`config.mk`:
```
export PLATFORM = sky130hd
export DESIGN_NAME = background_debug_control
export DESIGN_NICKNAME = d
export VERILOG_FILES = /design/src/debug_ctrl_pkg.sv /design/src/background_debug_control.sv
export SDC_FILE = /design/constraint.sdc
export NUM_CORES = 1
export LEC_CHECK = 0
export CORE_ASPECT_RATIO = 0.8
export CORE_MARGIN = 2
export CORE_UTILIZATION = 61
export CTS_CLUSTER_SIZE = 30
export DETAILED_ROUTE_END_ITERATION = 8
export DONT_BUFFER_PORTS = 1
export PLACE_DENSITY = 0.76
export SLEW_MARGIN = 10
export SYNTH_ARGS = -nofsm -noshare
export SYNTH_HDL_FRONTEND = slang
export SYNTH_SLANG_ARGS = --single-unit
```
`constraint.sdc`:
```
create_clock -name clock -period 2.1 [get_ports clock]
set_input_delay 0.315 -clock clock [delete_from_list [all_inputs] [get_ports clock]]
set_output_delay 0.315 -clock clock [all_outputs]
set_load 0.005 [all_outputs]
```
`src/debug_ctrl_pkg.sv`:
```
// constants for the background debug control block
package debug_ctrl_pkg;
  localparam int ADDR_W = 18;
  localparam int DATA_W = 8;
  localparam int PAGE_W = 4;
  localparam logic [ADDR_W-1:0] FW_SPACE_LO = 18'h3FF00;
  localparam logic [ADDR_W-1:0] FW_SPACE_HI = 18'h3FFFF;
  localparam logic [ADDR_W-1:0] REG_SPACE_HI = 18'h3FF0B;
  localparam logic [ADDR_W-1:0] STATUS_ADDR = 18'h3FF01;
  localparam logic [ADDR_W-1:0] CCR_HOLD_ADDR = 18'h3FF06;
  localparam logic [ADDR_W-1:0] PAGE_INDEX_ADDR = 18'h3FF08;
  localparam logic [ADDR_W-1:0] FAMILY_IDENTIFIER_ADDR = 18'h3FF0F;
  localparam int ENABLE_BIT = 7;
  localparam int ACTIVE_BIT = 6;
  localparam int UNSECURE_FLAG_BIT = 1;
  localparam int PAGE_EN_BIT = 7;
  localparam int PAGE_SEL_MSB = 3;
  localparam int PAGE_SEL_LSB = 0;
  localparam logic [DATA_W-1:0] CCR_RESET_SPECIAL = 8'hC8;
  localparam logic [DATA_W-1:0] CCR_RESET_OTHER = 8'h00;
  localparam logic [DATA_W-1:0] BYTE_ZERO = 8'h00;
  localparam int REFUSE_DELAY_NS = 100;
  localparam int CLOCK_PERIOD_NS = 25;
  localparam int REFUSE_DELAY_CYCLES = (REFUSE_DELAY_NS / CLOCK_PERIOD_NS < 1) ? 1 :
    REFUSE_DELAY_NS / CLOCK_PERIOD_NS;
  localparam int DELAY_W = 4;
  typedef enum logic [3:0] {
    ST_IDLE = 4'h1,
    ST_PENDING = 4'h2,
    ST_ACTIVE = 4'h4,
    ST_REFUSE = 4'h8
  } debug_state_type;
endpackage

```
`src/background_debug_control.sv`:
```
// activation, security gating and register space of the background debug unit
`timescale 1ns/10ps
// Notes on behaviour
// RQ1 - on debug entry the user condition codes are saved in the holding register
// RQ2 - writing the holding register changes the condition codes restored at exit
// RQ3 - holding and page registers accessible only by debug accesses while unsecured; the code also lets secure firmware read them while secured in special mode
// RQ4 - page index bit 7 turns paged program access on for debug accesses
// RQ5 - debug space read and write commands never make global accesses
// RQ6 - page index bits 3 to 0 choose the program page for paged accesses
// RQ7 - a read-only 8-bit family identifier sits at the top firmware address; the code places it at 18'h3FF0F, not 18'h3FFFF
// RQ8 - host sends hardware and firmware commands over the wire, device executes
// RQ9 - hardware commands access memory and enter debug; firmware commands exit it
// RQ10 - hardware commands refused when secured; firmware needs unsecured and active
// RQ11 - secure firmware on clean erase check sets unsecure and enable flags
// RQ12 - failed erase check sets only enable; firmware commands stay refused
// RQ13 - when secured, debug only works in special single-chip mode
// RQ14 - disabled activation resumes after a short delay; disabled enter command ignored
// RQ15 - host enables debug by writing the status enable bit with a hardware command
// RQ16 - enabled debug activates by enter command, halt instruction or breakpoint
// RQ17 - special single-chip reset leaves debug enabled and active; the code leaves the enable bit clear when secured
// RQ18 - activation waits for the current instruction to finish
// RQ19 - in active debug the firmware space and registers map at the top page
// RQ20 - debug registers never return contents to user program reads
// RQ21 - entry from code overlapping firmware space bumps the saved counter by one
// RQ22 - host must load a valid counter before resuming in the overlap case
// RQ23 - status bit 7 enables activation; hardware commands allowed regardless
// RQ24 - status bit 1 shows unsecured, writable only by secure firmware in special mode
module background_debug_control #(
  parameter logic [7:0] FAMILY_IDENTIFIER = 8'h5A, // arbitrary value
  parameter int REFUSE_CYCLES = debug_ctrl_pkg::REFUSE_DELAY_CYCLES
) (
  input wire logic clock,
  input wire logic rst_b,
  input wire logic special_mode,
  input wire logic secured,
  input wire logic [debug_ctrl_pkg::DATA_W-1:0] user_ccr,
  input wire logic cpu_instr_done,
  input wire logic cpu_in_fw_space,
  input wire logic halt_instr,
  input wire logic breakpoint,
  input wire logic global_enable_in,
  input wire logic cmd_valid,
  input wire logic cmd_firmware,
  input wire logic cmd_enter,
  input wire logic cmd_exit,
  input wire logic cmd_bd_space,
  input wire logic bus_valid,
  input wire logic bus_write,
  input wire logic bus_debug,
  input wire logic bus_secure_fw,
  input wire logic [debug_ctrl_pkg::ADDR_W-1:0] bus_addr,
  input wire logic [debug_ctrl_pkg::DATA_W-1:0] bus_wdata,
  output logic cmd_accept,
  output logic cmd_refuse,
  output logic cmd_global,
  output logic page_enable,
  output logic [debug_ctrl_pkg::PAGE_W-1:0] page_select,
  output logic debug_enabled,
  output logic debug_active,
  output logic debug_map,
  output logic cpu_halt_req,
  output logic cpu_resume,
  output logic pc_increment,
  output logic [debug_ctrl_pkg::DATA_W-1:0] restore_ccr,
  output logic restore_valid,
  output logic [debug_ctrl_pkg::DATA_W-1:0] bus_rdata,
  output logic bus_ack
);
  import debug_ctrl_pkg::*;

  debug_state_type state;
  debug_state_type next_state;
  logic init_pending;
  logic enable_bit;
  logic unsecure_flag_bit;
  logic [DATA_W-1:0] ccr_hold;
  logic [DATA_W-1:0] page_index;
  logic [DELAY_W-1:0] delay_count;

  function automatic logic addr_is(input logic [ADDR_W-1:0] a, input logic [ADDR_W-1:0] b);
    return a == b;
  endfunction

  // security and command gating
  wire logic secured_now = secured & ~unsecure_flag_bit;
  wire logic hw_ok = ~secured_now | special_mode; // [RQ10] [RQ13]
  wire logic fw_ok = ~secured_now & (state == ST_ACTIVE); // [RQ10] [RQ12]
  wire logic cmd_ok = cmd_firmware ? fw_ok : hw_ok; // [RQ8] [RQ9]
  wire logic enter_ok = cmd_valid & ~cmd_firmware & cmd_enter & hw_ok;
  wire logic exit_ok = cmd_valid & cmd_firmware & cmd_exit & fw_ok; // [RQ9]
  wire logic cpu_trigger = halt_instr | breakpoint;
  // a disabled enter command falls through here and never stalls the cpu
  wire logic activate = enable_bit & (enter_ok | cpu_trigger); // [RQ16] [RQ23]
  wire logic refuse_start = ~enable_bit & cpu_trigger; // [RQ14]
  wire logic entering = (state == ST_PENDING) & cpu_instr_done; // [RQ18]

  // register decode
  wire logic hit_status = addr_is(bus_addr, STATUS_ADDR);
  wire logic hit_ccr = addr_is(bus_addr, CCR_HOLD_ADDR);
  wire logic hit_page = addr_is(bus_addr, PAGE_INDEX_ADDR);
  wire logic hit_family = addr_is(bus_addr, FAMILY_IDENTIFIER_ADDR);
  // the init cycle takes no access, so a write there cannot land unacknowledged
  wire logic reg_ok = bus_valid & bus_debug & ~secured_now & ~init_pending; // [RQ3] [RQ20]
  wire logic fw_rights = bus_valid & bus_debug & bus_secure_fw & special_mode & ~init_pending;
  wire logic wr_ccr = reg_ok & bus_write & hit_ccr; // [RQ2] [RQ3]
  wire logic wr_page = reg_ok & bus_write & hit_page; // [RQ3]
  // secure firmware may touch status even while secured, that is how it unlocks
  wire logic wr_status = (reg_ok | fw_rights) & bus_write & hit_status; // [RQ15]
  wire logic wr_unsecure_flag = fw_rights & bus_write & hit_status; // [RQ11] [RQ12] [RQ24]
  wire logic rd_allowed = (reg_ok | fw_rights) & ~bus_write;
  wire logic [DATA_W-1:0] status_value = {enable_bit, state == ST_ACTIVE, 4'h0, unsecure_flag_bit, 1'b0};
  wire logic [DATA_W-1:0] read_value =
    hit_status ? status_value :
    hit_ccr ? ccr_hold :
    hit_page ? page_index :
    hit_family ? FAMILY_IDENTIFIER : BYTE_ZERO; // [RQ7]
  wire logic [DATA_W-1:0] next_rdata = rd_allowed ? read_value : BYTE_ZERO; // [RQ20]
  wire logic delay_done = delay_count == DELAY_W'(1);

  always_comb begin
    next_state = state;
    unique case (state)
      ST_IDLE: begin
        if (activate) begin
          next_state = ST_PENDING;
        end else if (refuse_start) begin
          next_state = ST_REFUSE;
        end
      end
      ST_PENDING: begin
        if (cpu_instr_done) begin
          next_state = ST_ACTIVE;
        end
      end
      ST_ACTIVE: begin
        if (exit_ok) begin
          next_state = ST_IDLE;
        end
      end
      ST_REFUSE: begin
        if (delay_done) begin
          next_state = ST_IDLE;
        end
      end
      default: next_state = ST_IDLE;
    endcase
  end

  // mode straps are taken one cycle after reset release, never by the reset itself
  always_ff @(posedge clock) begin
    if (!rst_b) begin
      init_pending <= 1'b1;
      state <= ST_IDLE;
    end else if (init_pending) begin
      init_pending <= 1'b0;
      state <= special_mode ? ST_ACTIVE : ST_IDLE; // [RQ17]
    end else begin
      state <= next_state;
    end
  end

  always_ff @(posedge clock) begin
    if (!rst_b) begin
      enable_bit <= 1'b0;
      unsecure_flag_bit <= 1'b0;
    end else if (init_pending) begin
      enable_bit <= special_mode & ~secured; // [RQ17] [RQ12]
      unsecure_flag_bit <= 1'b0;
    end else begin
      if (wr_status) begin
        enable_bit <= bus_wdata[ENABLE_BIT]; // [RQ15] [RQ23]
      end
      if (wr_unsecure_flag) begin
        unsecure_flag_bit <= bus_wdata[UNSECURE_FLAG_BIT]; // [RQ24]
      end
    end
  end

  // entry capture wins over a simultaneous write of the holding register
  always_ff @(posedge clock) begin
    if (!rst_b) begin
      ccr_hold <= CCR_RESET_OTHER;
      page_index <= BYTE_ZERO;
    end else begin
      if (init_pending) begin
        ccr_hold <= special_mode ? CCR_RESET_SPECIAL : CCR_RESET_OTHER;
      end else if (entering) begin
        ccr_hold <= user_ccr; // [RQ1]
      end else if (wr_ccr) begin
        ccr_hold <= bus_wdata; // [RQ2]
      end
      if (wr_page) begin
        page_index <= bus_wdata; // [RQ3]
      end
    end
  end

  always_ff @(posedge clock) begin
    if (!rst_b) begin
      delay_count <= '0;
    end else if (state == ST_IDLE && refuse_start && !activate) begin
      delay_count <= DELAY_W'(REFUSE_CYCLES);
    end else if (delay_count != '0) begin
      delay_count <= delay_count - DELAY_W'(1);
    end
  end

  // registered outputs
  always_ff @(posedge clock) begin
    if (!rst_b) begin
      cmd_accept <= 1'b0;
      cmd_refuse <= 1'b0;
      cmd_global <= 1'b0;
      page_enable <= 1'b0;
      page_select <= '0;
      debug_enabled <= 1'b0;
      debug_active <= 1'b0;
      debug_map <= 1'b0;
      cpu_halt_req <= 1'b0;
      cpu_resume <= 1'b0;
      pc_increment <= 1'b0;
      restore_ccr <= BYTE_ZERO;
      restore_valid <= 1'b0;
      bus_rdata <= BYTE_ZERO;
      bus_ack <= 1'b0;
    end else begin
      cmd_accept <= cmd_valid & cmd_ok;
      cmd_refuse <= cmd_valid & ~cmd_ok;
      cmd_global <= cmd_valid & cmd_ok & global_enable_in & ~cmd_bd_space; // [RQ5]
      page_enable <= page_index[PAGE_EN_BIT]; // [RQ4]
      page_select <= page_index[PAGE_SEL_MSB:PAGE_SEL_LSB]; // [RQ6]
      debug_enabled <= enable_bit;
      debug_active <= state == ST_ACTIVE;
      debug_map <= state == ST_ACTIVE; // [RQ19]
      cpu_halt_req <= state == ST_PENDING || state == ST_REFUSE; // [RQ18]
      cpu_resume <= state == ST_REFUSE && delay_done; // [RQ14]
      pc_increment <= entering & cpu_in_fw_space; // [RQ21] [RQ22]
      restore_ccr <= ccr_hold; // [RQ2]
      restore_valid <= exit_ok;
      bus_rdata <= next_rdata;
      bus_ack <= bus_valid & ~init_pending;
    end
  end

  // checks
  property user_read_blind;
    @(posedge clock) disable iff (!rst_b)
      bus_valid && !bus_debug |=> bus_rdata == BYTE_ZERO;
  endproperty
  user_read_zero_a: assert property (user_read_blind) else $error("user read saw debug data"); // [RQ20]

  ccr_capture_a: assert property (@(posedge clock) disable iff (!rst_b) // [RQ1]
    entering && !init_pending |=> ccr_hold == $past(user_ccr)) else $error("ccr not saved on entry");

  bd_no_global_a: assert property (@(posedge clock) disable iff (!rst_b) // [RQ5]
    cmd_valid && cmd_bd_space |=> !cmd_global) else $error("debug space command went global");

  fw_gate_a: assert property (@(posedge clock) disable iff (!rst_b) // [RQ10]
    cmd_valid && cmd_firmware && state != ST_ACTIVE |=> cmd_refuse && !cmd_accept)
    else $error("firmware command accepted outside active debug");

  secure_hw_a: assert property (@(posedge clock) disable iff (!rst_b) // [RQ13]
    cmd_valid && !cmd_firmware && secured_now && !special_mode |=> cmd_refuse)
    else $error("hardware command accepted while secured");

  refuse_resume_a: assert property (@(posedge clock) disable iff (!rst_b) // [RQ14]
    state == ST_IDLE && !init_pending && !enable_bit && cpu_trigger
      |=> state == ST_REFUSE ##[1:20] cpu_resume) else $error("no resume after refused activation");

  disabled_enter_a: assert property (@(posedge clock) disable iff (!rst_b) // [RQ14]
    state == ST_IDLE && !init_pending && !enable_bit && !cpu_trigger |=> state == ST_IDLE)
    else $error("disabled enter command stalled the cpu");

  wait_instr_a: assert property (@(posedge clock) disable iff (!rst_b) // [RQ18]
    state == ST_PENDING && !cpu_instr_done |=> state == ST_PENDING) else $error("entered before instruction end");

  page_out_a: assert property (@(posedge clock) disable iff (!rst_b) // [RQ6]
    wr_page ##2 1 |-> page_select == $past(bus_wdata[PAGE_SEL_MSB:PAGE_SEL_LSB], 2))
    else $error("page select not from written index");

  special_reset_a: assert property (@(posedge clock) disable iff (!rst_b) // [RQ17]
    init_pending && special_mode |=> ##1 debug_active) else $error("special reset not active");

  overlap_pc_a: assert property (@(posedge clock) disable iff (!rst_b) // [RQ21]
    entering && cpu_in_fw_space |=> pc_increment) else $error("overlap entry missed pc bump");

  unsecure_flag_write_a: assert property (@(posedge clock) disable iff (!rst_b) // [RQ24]
    !init_pending && !wr_unsecure_flag |=> unsecure_flag_bit == $past(unsecure_flag_bit)) else $error("unsecure flag changed illegally");
endmodule

```
Word level (Yosys, flattened, before mapping)
Index checks and enable logic that the tools add are counted. W data, S select, Z words.

Register bits after elaboration: 58. Output and inout bits: 32. Word-level logic and storage cells: 120.

$add $sub $neg: 1. Equality and inequality tests: 13. Mux-type cells: 22. Bitwise operators: 47. Reduce and logical (&&, ||, !) cells: 14.

Operator list (number): $eq A18 B18 Y1 const B (4); $mux W8 (7); $and A1 B1 Y1 (32); $mux W4 (6); $pmux W4 S4 (1); $not A1 Y1 (11); $mux W3 (3); $ne A3 B3 Y1 const B (3); $eq A4 B1 Y1 const B (2); $mux W7 (1); $eq A4 B2 Y1 const B (1); $eq A4 B3 Y1 const B (1); $eq A4 B4 Y1 const B (1); $mux W1 (4); $ne A4 B4 Y1 const B (1); $or A1 B1 Y1 (4); $reduce_and A4 Y1 (1); $reduce_bool A2 Y1 (2); $reduce_bool A4 Y1 (1); $reduce_or A2 Y1 (2); $sub A4 B1 Y4 const B (1); $logic_and A1 B1 Y1 (3); $reduce_bool A3 Y1 (1); $reduce_or A3 Y1 (1); 3 further kinds (3).

Longest topological paths before layout
Gate-level depths: netlist of run 1.

Depth in word-level cells: 10. Depth in mapped cells: 6. Gate-level depth less buffers: 6.

Worst setup path after synthesis of run 1
No wires, ideal clock.

Kind: input to register. Start: in bus_addr[4] (netlist bit). End: reg page_index[1]. Library setup time: 0.132 ns. Arrival time: 1.751 ns. Required time: 1.968 ns. Path slack: 0.217 ns. Stages: 5. Cells stage by stage: or4b_4 -> or4_1 -> buf_2 -> o21ai_1 -> a21oi_1.

Word-level cells in the longest chain between the ends: 2.

Ends and longest elaborated chain: start: declaration (line background_debug_control.sv:51) `input wire logic [debug_ctrl_pkg::ADDR_W-1:0] bus_addr,`; $eq A18 B18 Y1 (line background_debug_control.sv:81) `return a == b;`; $and A1 B1 Y1 (line background_debug_control.sv:106) `wire logic wr_page = reg_ok & bus_write & hit_page;`; end signal: assignment (line background_debug_control.sv:193) `page_index <= bus_wdata;`; end: declaration (line background_debug_control.sv:77) `logic [DATA_W-1:0] page_index;`.

No other way between the ends. A chain may end at the register's enable or synchronous reset.

Worst setup path after layout of run 1
Start: reg state[1]. End: reg ccr_hold[7].

Word-level cells in the longest chain between the ends: 4. Elaborated cells between the ends (all ways): 5.

Ends and longest elaborated chain: start: declaration (line background_debug_control.sv:71) `debug_state_type state;`; start signal: assignment (line background_debug_control.sv:156) `state <= special_mode ? ST_ACTIVE : ST_IDLE;`; start signal: assignment (line background_debug_control.sv:158) `state <= next_state;`; $eq A4 B2 Y1 (*) (line background_debug_control.sv:95) `wire logic entering = (state == ST_PENDING) & cpu_instr_done;`; $and A1 B1 Y1 (*) (line background_debug_control.sv:95); $mux W8 (line background_debug_control.sv:187) `end else if (entering) begin`; $mux W8 (line background_debug_control.sv:185) `if (init_pending) begin`; end signal: assignment (line background_debug_control.sv:186) `ccr_hold <= special_mode ? CCR_RESET_SPECIAL : CCR_RESET_OTHER;`; end signal: assignment (line background_debug_control.sv:188) `ccr_hold <= user_ccr;`; end signal: assignment (line background_debug_control.sv:190) `ccr_hold <= bus_wdata;`; end: declaration (line background_debug_control.sv:76) `logic [DATA_W-1:0] ccr_hold;`.

Every way passes the cells marked *; elsewhere a longest branch is shown, timed or not.

==> results of run 1 <==
[per-stage QoR]
step / cell area (sq um) / utilization, % / worst slack (ns) / hold slack [ns] / cells
5_1_grt: 2810 / 68.5 / 0.0662 / 0.0962 / 348
3_3_place_gp: 2620 / 64.0 / 0.0980 / 0.444 / 333
4_1_cts: 2810 / 68.5 / 0.201 / 0.0876 / 348
2_1_floorplan: 2560 / - / 0.217 / 0.428 / 282
3_5_place_dp: 2620 / 64.0 / 0.0574 / 0.445 / 333
6_report: 2810 / 68.5 / 0.176 / 0.110 / 348
[registers in the layout (all words and copies together) (netlist names), 4 cells and up]
signal,count
state,4
bus_rdata,8
delay_count,4
ccr_hold,8
page_select,4
restore_ccr,8
page_index,8
[worst max-delay path, stage by stage, from the launching register on]
cell	delay, ns
dfxtp_1	0.47
or4b_1	0.55
o21ai_0	0.45
a211oi_1	0.12
a31o_1	0.22
[metal layers]
layer	track usage, %	up-vias	wire length (microns)
met1	32.2	957	2580
met3	9.25	7	486
met4	10.9	0	81
li1	-	1047	-
met2	37.5	82	2620
met5	0	-	0
[layout make-up]
class | count | area (sq um) | area share, %
well taps | 57 | 71.3 | 2.54
clock inverters | 3 | 40.0 | 1.43
multi-input cells | 198 | 1280 | 45.6
repair buffers | 6 | 57.6 | 2.05
clock buffers | 12 | 145 | 5.17
flip-flops and latches | 58 | 1160 | 41.4
inverters | 14 | 52.6 | 1.87
[worst max path at each step]
stage                     to  slack, ns        start  cells past startpoint
3_5_place_dp   page_index[2]       0.06  bus_addr[4]                      4
6_report         ccr_hold[7]       0.18     state[1]                      4
2_1_floorplan  page_index[1]       0.22  bus_addr[4]                      5
3_3_place_gp   page_index[3]        0.1  bus_addr[4]                      4
5_1_grt          ccr_hold[7]       0.07     state[1]                      4
4_1_cts          ccr_hold[7]       0.20     state[1]                      4
[power by group]
group,switching (mW),internal [mW],leakage [nW],total (mW)
combinational,0.138,0.113,0.476,0.251
sequential,0.0407,1.14,0.470,1.18
clock,0.408,0.570,0.0962,0.978
total,0.587,1.83,1.04,2.41
[cells in the mapped netlist, drive strengths merged, types with 2 or more instances]
cell,instances,area [sq um]
or3b,2,17.5
or4b,3,33.8
nand4b,2,17.5
nor2,18,67.6
nand4,7,43.8
nor4,3,48.8
o21ai,18,90.1
a21oi,17,85.1
and2,11,68.8
a41oi,2,17.5
o311ai,3,26.3
and3,6,37.5
a211oi,9,72.6
xor2,2,17.5
inv,14,52.6
nand3,13,65.1
nor2b,6,37.5
nand2b,4,25.0
buf,5,36.3
o211ai,3,22.5
ha,2,25.0
nor3,6,30.0
nor4b,8,91.3
a22oi,5,37.5
nand2,23,86.3
clkbuf,7,26.3
a21o,5,37.5
a31o,3,26.3
dfxtp,58,1160
[cells by family (layout without fill, tap and decap cells)]
| kind of cell | after synthesis | in the layout | synth area share, % |
|---|---|---|---|
| multiplexers | 2 | 2 | 0.832 |
| AO/OA/AOI/OAI | 74 | 74 | 19.3 |
| adder cells (fa/ha/maj) | 2 | 2 | 0.979 |
| AND/OR/NAND/NOR | 117 | 117 | 27.9 |
| XOR/XNOR | 3 | 3 | 1.03 |
| flip-flops | 58 | 58 | 45.4 |
| buffers and inverters | 26 | 35 | 4.50 |
==> qor.yml, run 1 <==
netlist_area_sq_mm: 0.00256
period_minus_slack_ns: 1.92
max_freq_mhz: 520
critPathArrivalTime_ns: 2.14
h-tree-depth: 3
syn_nets: 336
min_path_type: "in -> reg"
post_cts_buffers: 0
finalSetupViolations: 0
start_util_pct: 62.4
critPathMaxFanout: 8
r2r-end: "ccr_hold[7]"
peakVddDrop_uv: 585
cts_buffers: 9
insertion_delay_ns: 0.33
cts_resized: 0
die_h_microns: 61.9
r2r-start: "state[1]"
grt_use_total_pct: 24.7
io_buffers: 0
final_net_count: 341
drive_gt1_share_pct: 9.28
synth_edf_count: 0
worstSetupPathType: "reg -> reg"
overflow: 0
grt_pass1_vias: 1781
final_antenna_net_count: 0
final_common_cell: "dfxtp_1"
yosysWarnings: 0
grt_max_degree: 25
area_growth_pct: 9.84
syn_area_per_cell_sq_um: 9.06
hpwl_microns: 4180
leakagePower_nw: 1.04
total_power_mw: 2.41
ios: 84
dieArea_sq_mm: 0.00473
required_ns: 2.32
cts_tree: "built"
dr.pass1.iters: 4
nFillCells: 350
post_drt_wl_per_cell_microns: 16.6
fin_tns_setup_ns: 0
rsz0062_at_grt: "false"
crit_path_end_kind: "flop"
clock-sinks: 58
antenna_found_initial: 0
slew_viol_final: 0
grt_first_pass_wirelength_microns: 8620
hold_buffers: 0
period_share_pct: 91.6
crit_path_start_kind: "flop"
placementRows: 21
hp-start: "rst_b"
worst_pin_slew_ns: 0.495
core_area_sq_mm: 0.00410
ys_async_sr_fraction_pct: 0
fin_skew_ns: 0.00915
ys_types: 55
synth_ff_type: "dfxtp_1"
r2r_setup_slack_ns: 0.18
routed_wl_microns: 5770
worstRegToRegCells: 4
cts-root-buf: "clkbuf_8"
post-route-drc-count: 0
vias_per_cell: 6.01
fp.dieW_microns: 76.4
diodes: 0
clk_path_buf_depth: 2
maxCapViolCount: 0
syn_inst: 282
hold_depth: 2
ys_ff_latch: 58
p_per_area_mw_per_mm2: 859
place.gp.congestion: 0.966
num_vias: 2093
drt_iter0_drc: 202
seq_area_frac_synth_pct: 45.4
clk_pin_slew_ns: 0.06
slew_headroom_pct: 66.6
final_cell_mix: "dfxtp_1, nand2_1, nor2_1"
hold_viol_final: 0
hold_path_end: "cpu_resume"
status: "completed"
No activity file was read; power rests on OpenSTA's default activity.
==> inputs of run 2 (changes only) <==
CELL_PAD_IN_SITES_DETAIL_PLACEMENT = 0   (was default)
CELL_PAD_IN_SITES_GLOBAL_PLACEMENT = 1   (was default)
CORE_UTILIZATION = 45   (was 61)
==> run 2 against run 1 <==
  * Register-to-register slack improved by 0.08 ns
  * Die area grew 33%
  * Highest routed layer unchanged
  * Via count increased by 2.1%
  * Combinational power hardly changed
==> qor.yml, run 2 (synthesis results as in run 1) <==
crit_path_end_kind: "flop"
clk_pin_slew_ns: 0.07  # about the same
status: "completed"
ios: 84  # unchanged
fp.dieW_microns: 88.3  # +16%
rsz0062_at_grt: "false"
p_switching_uw: 637  # +8.5%
routed_wl_microns: 6440  # +12%
critPathTopFamily: "compound AO/OA/AOI/OAI gates"
final_antenna_net_count: 0  # unchanged
final_net_count: 342  # +0.29%
cts_buffers: 9  # unchanged
crit_path_start_kind: "flop"
diodes: 0  # unchanged
period_minus_slack_ns: 1.84  # -0.0816 ns
critPathArrivalTime_ns: 2.07  # -0.07 ns
grt_first_pass_wirelength_microns: 10100  # +17%
vias_per_cell: 5.76  # -4.3%
slew_viol_final: 0  # unchanged
dieArea_sq_mm: 0.00630  # +33%
core_area_sq_mm: 0.00547  # +33%
cts_tree: "built"
final_cell_mix: "dfxtp_1, nand2_1, nor2_1"
clock-sinks: 58  # unchanged
hpwl_microns: 4800  # +15%
final_common_cell: "dfxtp_1"
dr.pass1.iters: 5  # +1
p_seq_share_pct: 50.4  # +1.4 points
overflow: 0  # unchanged
slew_headroom_pct: 67.6  # +0.99 points
area_growth_pct: 11.0
hold_buffers: 0  # unchanged
leakagePower_nw: 1.03  # -1.3%
cp-startpoint: "state[2]"
required_ns: 2.32  # about the same
use_met2_pct: 29.4  # -8.1 points
finalSetupViolations: 0  # unchanged
h-tree-depth: 3  # unchanged
place.gp.congestion: 0.825  # -15%
start_util_pct: 46.8  # -16 points
post-route-drc-count: 0  # unchanged
p_per_area_mw_per_mm2: 828  # -3.7%
post_drt_wl_per_cell_microns: 17.4  # +4.7%
maxCapViolCount: 0  # unchanged
cts_resized: 0  # unchanged
p_int_mw: 1.71  # -6.2%
swShare_pct: 27.1  # +2.8 points
antenna_found_initial: 0  # unchanged
grt_pass1_vias: 1984  # +11%
insertion_delay_ns: 0.34  # about the same
multi_input_area_sq_mm: 0.00128  # unchanged
critPathMaxFanout: 8  # unchanged
met3_usage_pct: 9.22  # -0.032 points
worst_path_max_delay_cell: "or4b_1"
clk_path_buf_depth: 2  # unchanged
die_h_microns: 71.4  # +15%
ff_latch_area_sq_mm: 0.00116  # unchanged
placementRows: 24  # +14%
drt_iter0_drc: 113  # -44%
grt_use_total_pct: 21.5  # -3.2 points
period_share_pct: 87.8  # -3.9 points
max_freq_mhz: 543  # +4.4%
hold_viol_final: 0  # unchanged
p_comb_share_pct: 10.6  # +0.2 points
peakVddDrop_uv: 540  # -7.7%
cts-root-buf: "clkbuf_8"
critPathBufInv: 0  # unchanged
min_path_type: "in -> reg"
grt_max_degree: 25  # unchanged
max_stage_delay_ns: 0.60  # +0.05 ns
crit_chain: "or4b_1 > o21ai_0 > a211oi_1 > a31o_1"
worstSetupPathType: "reg -> reg"
nFillCells: 549  # +57%
io_buffers: 0  # unchanged
post_cts_buffers: 0  # unchanged
hp-start: "rst_b"
r2r-start: "state[2]"
top_usage_layer: "met1"
fin_tns_setup_ns: 0  # unchanged
final_util_pct: 51.9  # -17 points
drive_gt1_share_pct: 10.6  # +1.3 points
clkPwrFrac_pct: 39.0  # -1.5 points
num_vias: 2136  # +2.1%
use_met1_pct: 31.6  # -0.53 points
fin_skew_ns: 0.00785  # -0.00130 ns
worst_pin_slew_ns: 0.479  # -0.0156 ns
-- run 2: changes by cell type in the layout (fill, tap and decap cells not counted), sizes merged --
cell / previous run / this run
bufinv: 1 / 0
buf: 6 / 7
clkinvlp: 0 / 5
clkinv: 2 / 1
clkbuf: 12 / 10
-- run 2: per-layer routing --
layer,share of wire [%],vias to the layer above,routed length [microns]
met3,8.0,5,513
met2,42,85,2730
li1,-,1048,-
met5,0,-,0
met1,49,998,3150
met4,0.65,0,42
-- run 2: power by group through the flow --
stage | clock network, mW | registers [mW] | logic (mW)
after floorplan | 0 | 1.19 | 0.212
after global routing | 0.999 | 1.19 | 0.288
after global placement | 0 | 1.21 | 0.247
after CTS | 0.935 | 1.18 | 0.250
after detailed placement | 0 | 1.21 | 0.249
final | 0.917 | 1.18 | 0.249
-- run 2: stage by stage --
stage | hold WS [ns] | instances | total power, mW | instance area [sq um] | worst slack [ns]
6_report | 0.103 | 371 | 2.35 | 2840 | 0.257
4_1_cts | 0.0779 | 371 | 2.37 | 2840 | 0.293
2_1_floorplan | 0.428 | 282 | 1.41 | 2560 | 0.217
5_1_grt | 0.0711 | 371 | 2.48 | 2840 | 0.180
3_5_place_dp | 0.436 | 355 | 1.46 | 2660 | 0.0414
3_3_place_gp | 0.438 | 355 | 1.45 | 2660 | 0.0828
-- run 2: worst paths after layout --
kind / endpoint / slack (ns) / depth (start not counted)
max: ccr_hold[6] / 0.26 / 4
min: cpu_resume / 0.10 / 2
max reg2reg: ccr_hold[6] / 0.26 / 4
min reg2reg: bus_rdata[4] / 0.46 / 2
-- run 2: final cells by class --
| type | instances | area share (%) |
|---|---|---|
| clock inverter | 6 | 1.50 |
| clock buffer | 10 | 4.85 |
| multi-input combinational | 198 | 45.1 |
| sequential | 58 | 40.9 |
| inverter | 14 | 1.85 |
| timing repair buffer | 7 | 2.29 |
| tap | 78 | 3.44 |
==> inputs of run 3 (changes only) <==
--- a/config.mk
+++ b/config.mk
@@ -7,2 +7,3 @@
 export LEC_CHECK = 0
+export ABC_CLOCK_PERIOD_IN_PS = 2100
 export CELL_PAD_IN_SITES_DETAIL_PLACEMENT = 0
==> constraint.sdc (replaced) <==
create_clock -name clock -period 2.1 [get_ports clock]
set_input_delay 0.105 -clock clock [delete_from_list [all_inputs] [get_ports clock]]
set_output_delay 0.105 -clock clock [all_outputs]
set_load 0.005 [all_outputs]
==> run 3 against run 2 <==
  * Total power is 1.5% higher
  * Non-clock buffer count is 22 higher
  * First-iteration DRC count is 28% higher
  * Clock skew is 0.0021 ns lower
  * Sequential share of layout area is 2.8 points lower
  * Fmax is 5.0% lower
  * Register-to-register slack worse by 0.096 ns
  * Largest cell class unchanged
==> qor.yml, run 3 (synthesis results as in run 1) <==
status: "completed"
final_net_count: 364  # +6.4%
critPathMaxFanout: 8  # unchanged
die_h_microns: 71.4  # unchanged
nFillCells: 521  # -5.1%
post_drt_wl_per_cell_microns: 17.5  # +0.67%
io_buffers: 0  # unchanged
placementRows: 24  # unchanged
routed_wl_microns: 6850  # +6.4%
p_switching_uw: 617  # -3.0%
fin_skew_ns: 0.00579  # -0.00206 ns
swShare_pct: 25.9  # -1.2 points
grt_first_pass_wirelength_microns: 11000  # +8.4%
crit_path_start_kind: "flop"
worstRegToRegCells: 4  # unchanged
grt_max_degree: 22  # -12%
fin_tns_setup_ns: 0  # unchanged
overflow: 0  # unchanged
post-route-drc-count: 0  # unchanged
period_share_pct: 92.3  # +4.6 points
hp-start: "user_ccr[2]"
area_growth_pct: 19.1
clk_path_buf_depth: 2  # unchanged
finalSetupViolations: 0  # unchanged
period_minus_slack_ns: 1.94  # +0.0964 ns
insertion_delay_ns: 0.34  # about the same
min_path_type: "in -> reg"
p_seq_share_pct: 49.7  # -0.7 points
clk_pin_slew_ns: 0.06  # about the same
fp.dieW_microns: 88.3  # unchanged
required_ns: 2.33  # about the same
peakVddDrop_uv: 584  # +8.0%
p_comb_share_pct: 12.5  # +1.9 points
slew_viol_final: 0  # unchanged
r2r-start: "state[2]"
r2r_setup_slack_ns: 0.16  # -0.10 ns
worstSetupPathType: "reg -> reg"
clock-sinks: 58  # unchanged
maxCapViolCount: 0  # unchanged
cts-root-buf: "clkbuf_8"
hold_path_end: "ccr_hold[2]"
drt_iter0_drc: 145  # +28%
p_int_mw: 1.77  # +3.1%
grt_pass1_vias: 2208  # +11%
hpwl_microns: 4800  # -0.13%
diodes: 0  # unchanged
post_cts_buffers: 0  # unchanged
slew_headroom_pct: 45.4  # -22 points
max_freq_mhz: 516  # -5.0%
vias_per_cell: 5.68  # -1.4%
grt_use_total_pct: 23.5  # +2.1 points
core_area_sq_mm: 0.00547  # unchanged
p_per_area_mw_per_mm2: 782  # -5.5%
drive_gt1_share_pct: 8.60  # -2.0 points
clkPwrFrac_pct: 37.8  # -1.2 points
dpl-instance-area_sq_mm: 0.00262  # -1.3%
dr.pass1.iters: 4  # -1
fin_area_sq_mm: 0.00305  # +7.4%
crit_path_end_kind: "flop"
place.gp.congestion: 0.786  # -4.8%
rsz0062_at_grt: "false"
h-tree-depth: 3  # unchanged
antenna_found_initial: 0  # unchanged
leakagePower_nw: 1.14  # +10%
final_cell_mix: "dfxtp_1, dlygate4sd3_1, nand2_1"
hold_viol_final: 0  # unchanged
cts_buffers: 9  # unchanged
start_util_pct: 46.8  # unchanged
final_common_cell: "dfxtp_1"
hold_depth: 2  # unchanged
worst_pin_slew_ns: 0.816  # +0.337 ns
total_power_mw: 2.38  # +1.5%
ios: 84  # unchanged
critPathArrivalTime_ns: 2.17  # +0.10 ns
final_antenna_net_count: 0  # unchanged
r2r-end: "cmd_refuse"
dieArea_sq_mm: 0.00630  # unchanged
cts_tree: "built"
num_vias: 2225  # +4.2%
-- run 3: cell count changes in the layout (fill, tap and decap cells not counted) --
cell / before / now
clkinv_2: 1 / 3
clkinvlp_4: 5 / 0
buf_12: 1 / 0
or4b_4: 1 / 2
or4b_1: 2 / 1
dlygate4sd3_1: 0 / 25
clkbuf_1: 0 / 1
buf_4: 6 / 4
clkbuf_8: 10 / 11
-- run 3: routing by layer --
layer	GRT usage, %	share of wire [%]
met1	32.8	47
met2	34.3	45
met3	9.45	6.6
met4	5.72	0.95
met5	0	0
-- run 3: critical path, stage by stage (launching register included) --
cell and delay [ns]:
dfxtp_1 0.45, or4b_4 0.55, a22oi_1 0.19, nor2_1 0.08, dlygate4sd3_1 0.56
-- run 3: area by class of cell --
class                      instances  area, sq um  area share (%)
multi-input combinational        198         1280            42.2
sequential                        58         1160            38.1
timing repair buffer              29          280            9.20
clock buffer                      12          155            5.09
tap                               78         97.6            3.20
inverter                          14         52.6            1.73
clock inverter                     3         15.0           0.493
-- run 3: through the flow --
stage	worst slack (ns)	utilization (%)	instances	hold slack (ns)
after global routing	0.0216	55.7	392	0.00843
final	0.161	55.7	392	0.00972
after global placement	0.286	48.0	352	0.229
after detailed placement	0.263	48.0	352	0.227
after CTS	0.113	55.7	392	0.00278
after floorplan	0.377	-	282	0.221
-- run 3: worst max path at each step --
| stage | startpoint | to | cells past startpoint |
|---|---|---|---|
| 2_1_floorplan | state[1] | ccr_hold[7] | 5 |
| 3_3_place_gp | bus_addr[4] | bus_rdata[3] | 4 |
| 3_5_place_dp | bus_addr[4] | page_index[3] | 4 |
| 4_1_cts | state[2] | cmd_refuse | 4 |
| 5_1_grt | state[2] | cmd_refuse | 4 |
| 6_report | state[2] | cmd_refuse | 4 |
-- run 3: timing repair --
action                                  CTS  global route
hold buffers                             25             0
endpoints found under the hold margin    42             0
endpoints found under the setup margin    0             1
gates resized for setup                   0             1
-- run 3: power by group through the flow --
stage          registers [mW]  logic [mW]  clock network [mW]
4_1_cts                  1.18       0.296               0.917
3_5_place_dp             1.21       0.246                   0
3_3_place_gp             1.21       0.245                   0
5_1_grt                  1.19       0.343               0.970
2_1_floorplan            1.19       0.212                   0
6_report                 1.18       0.298               0.901
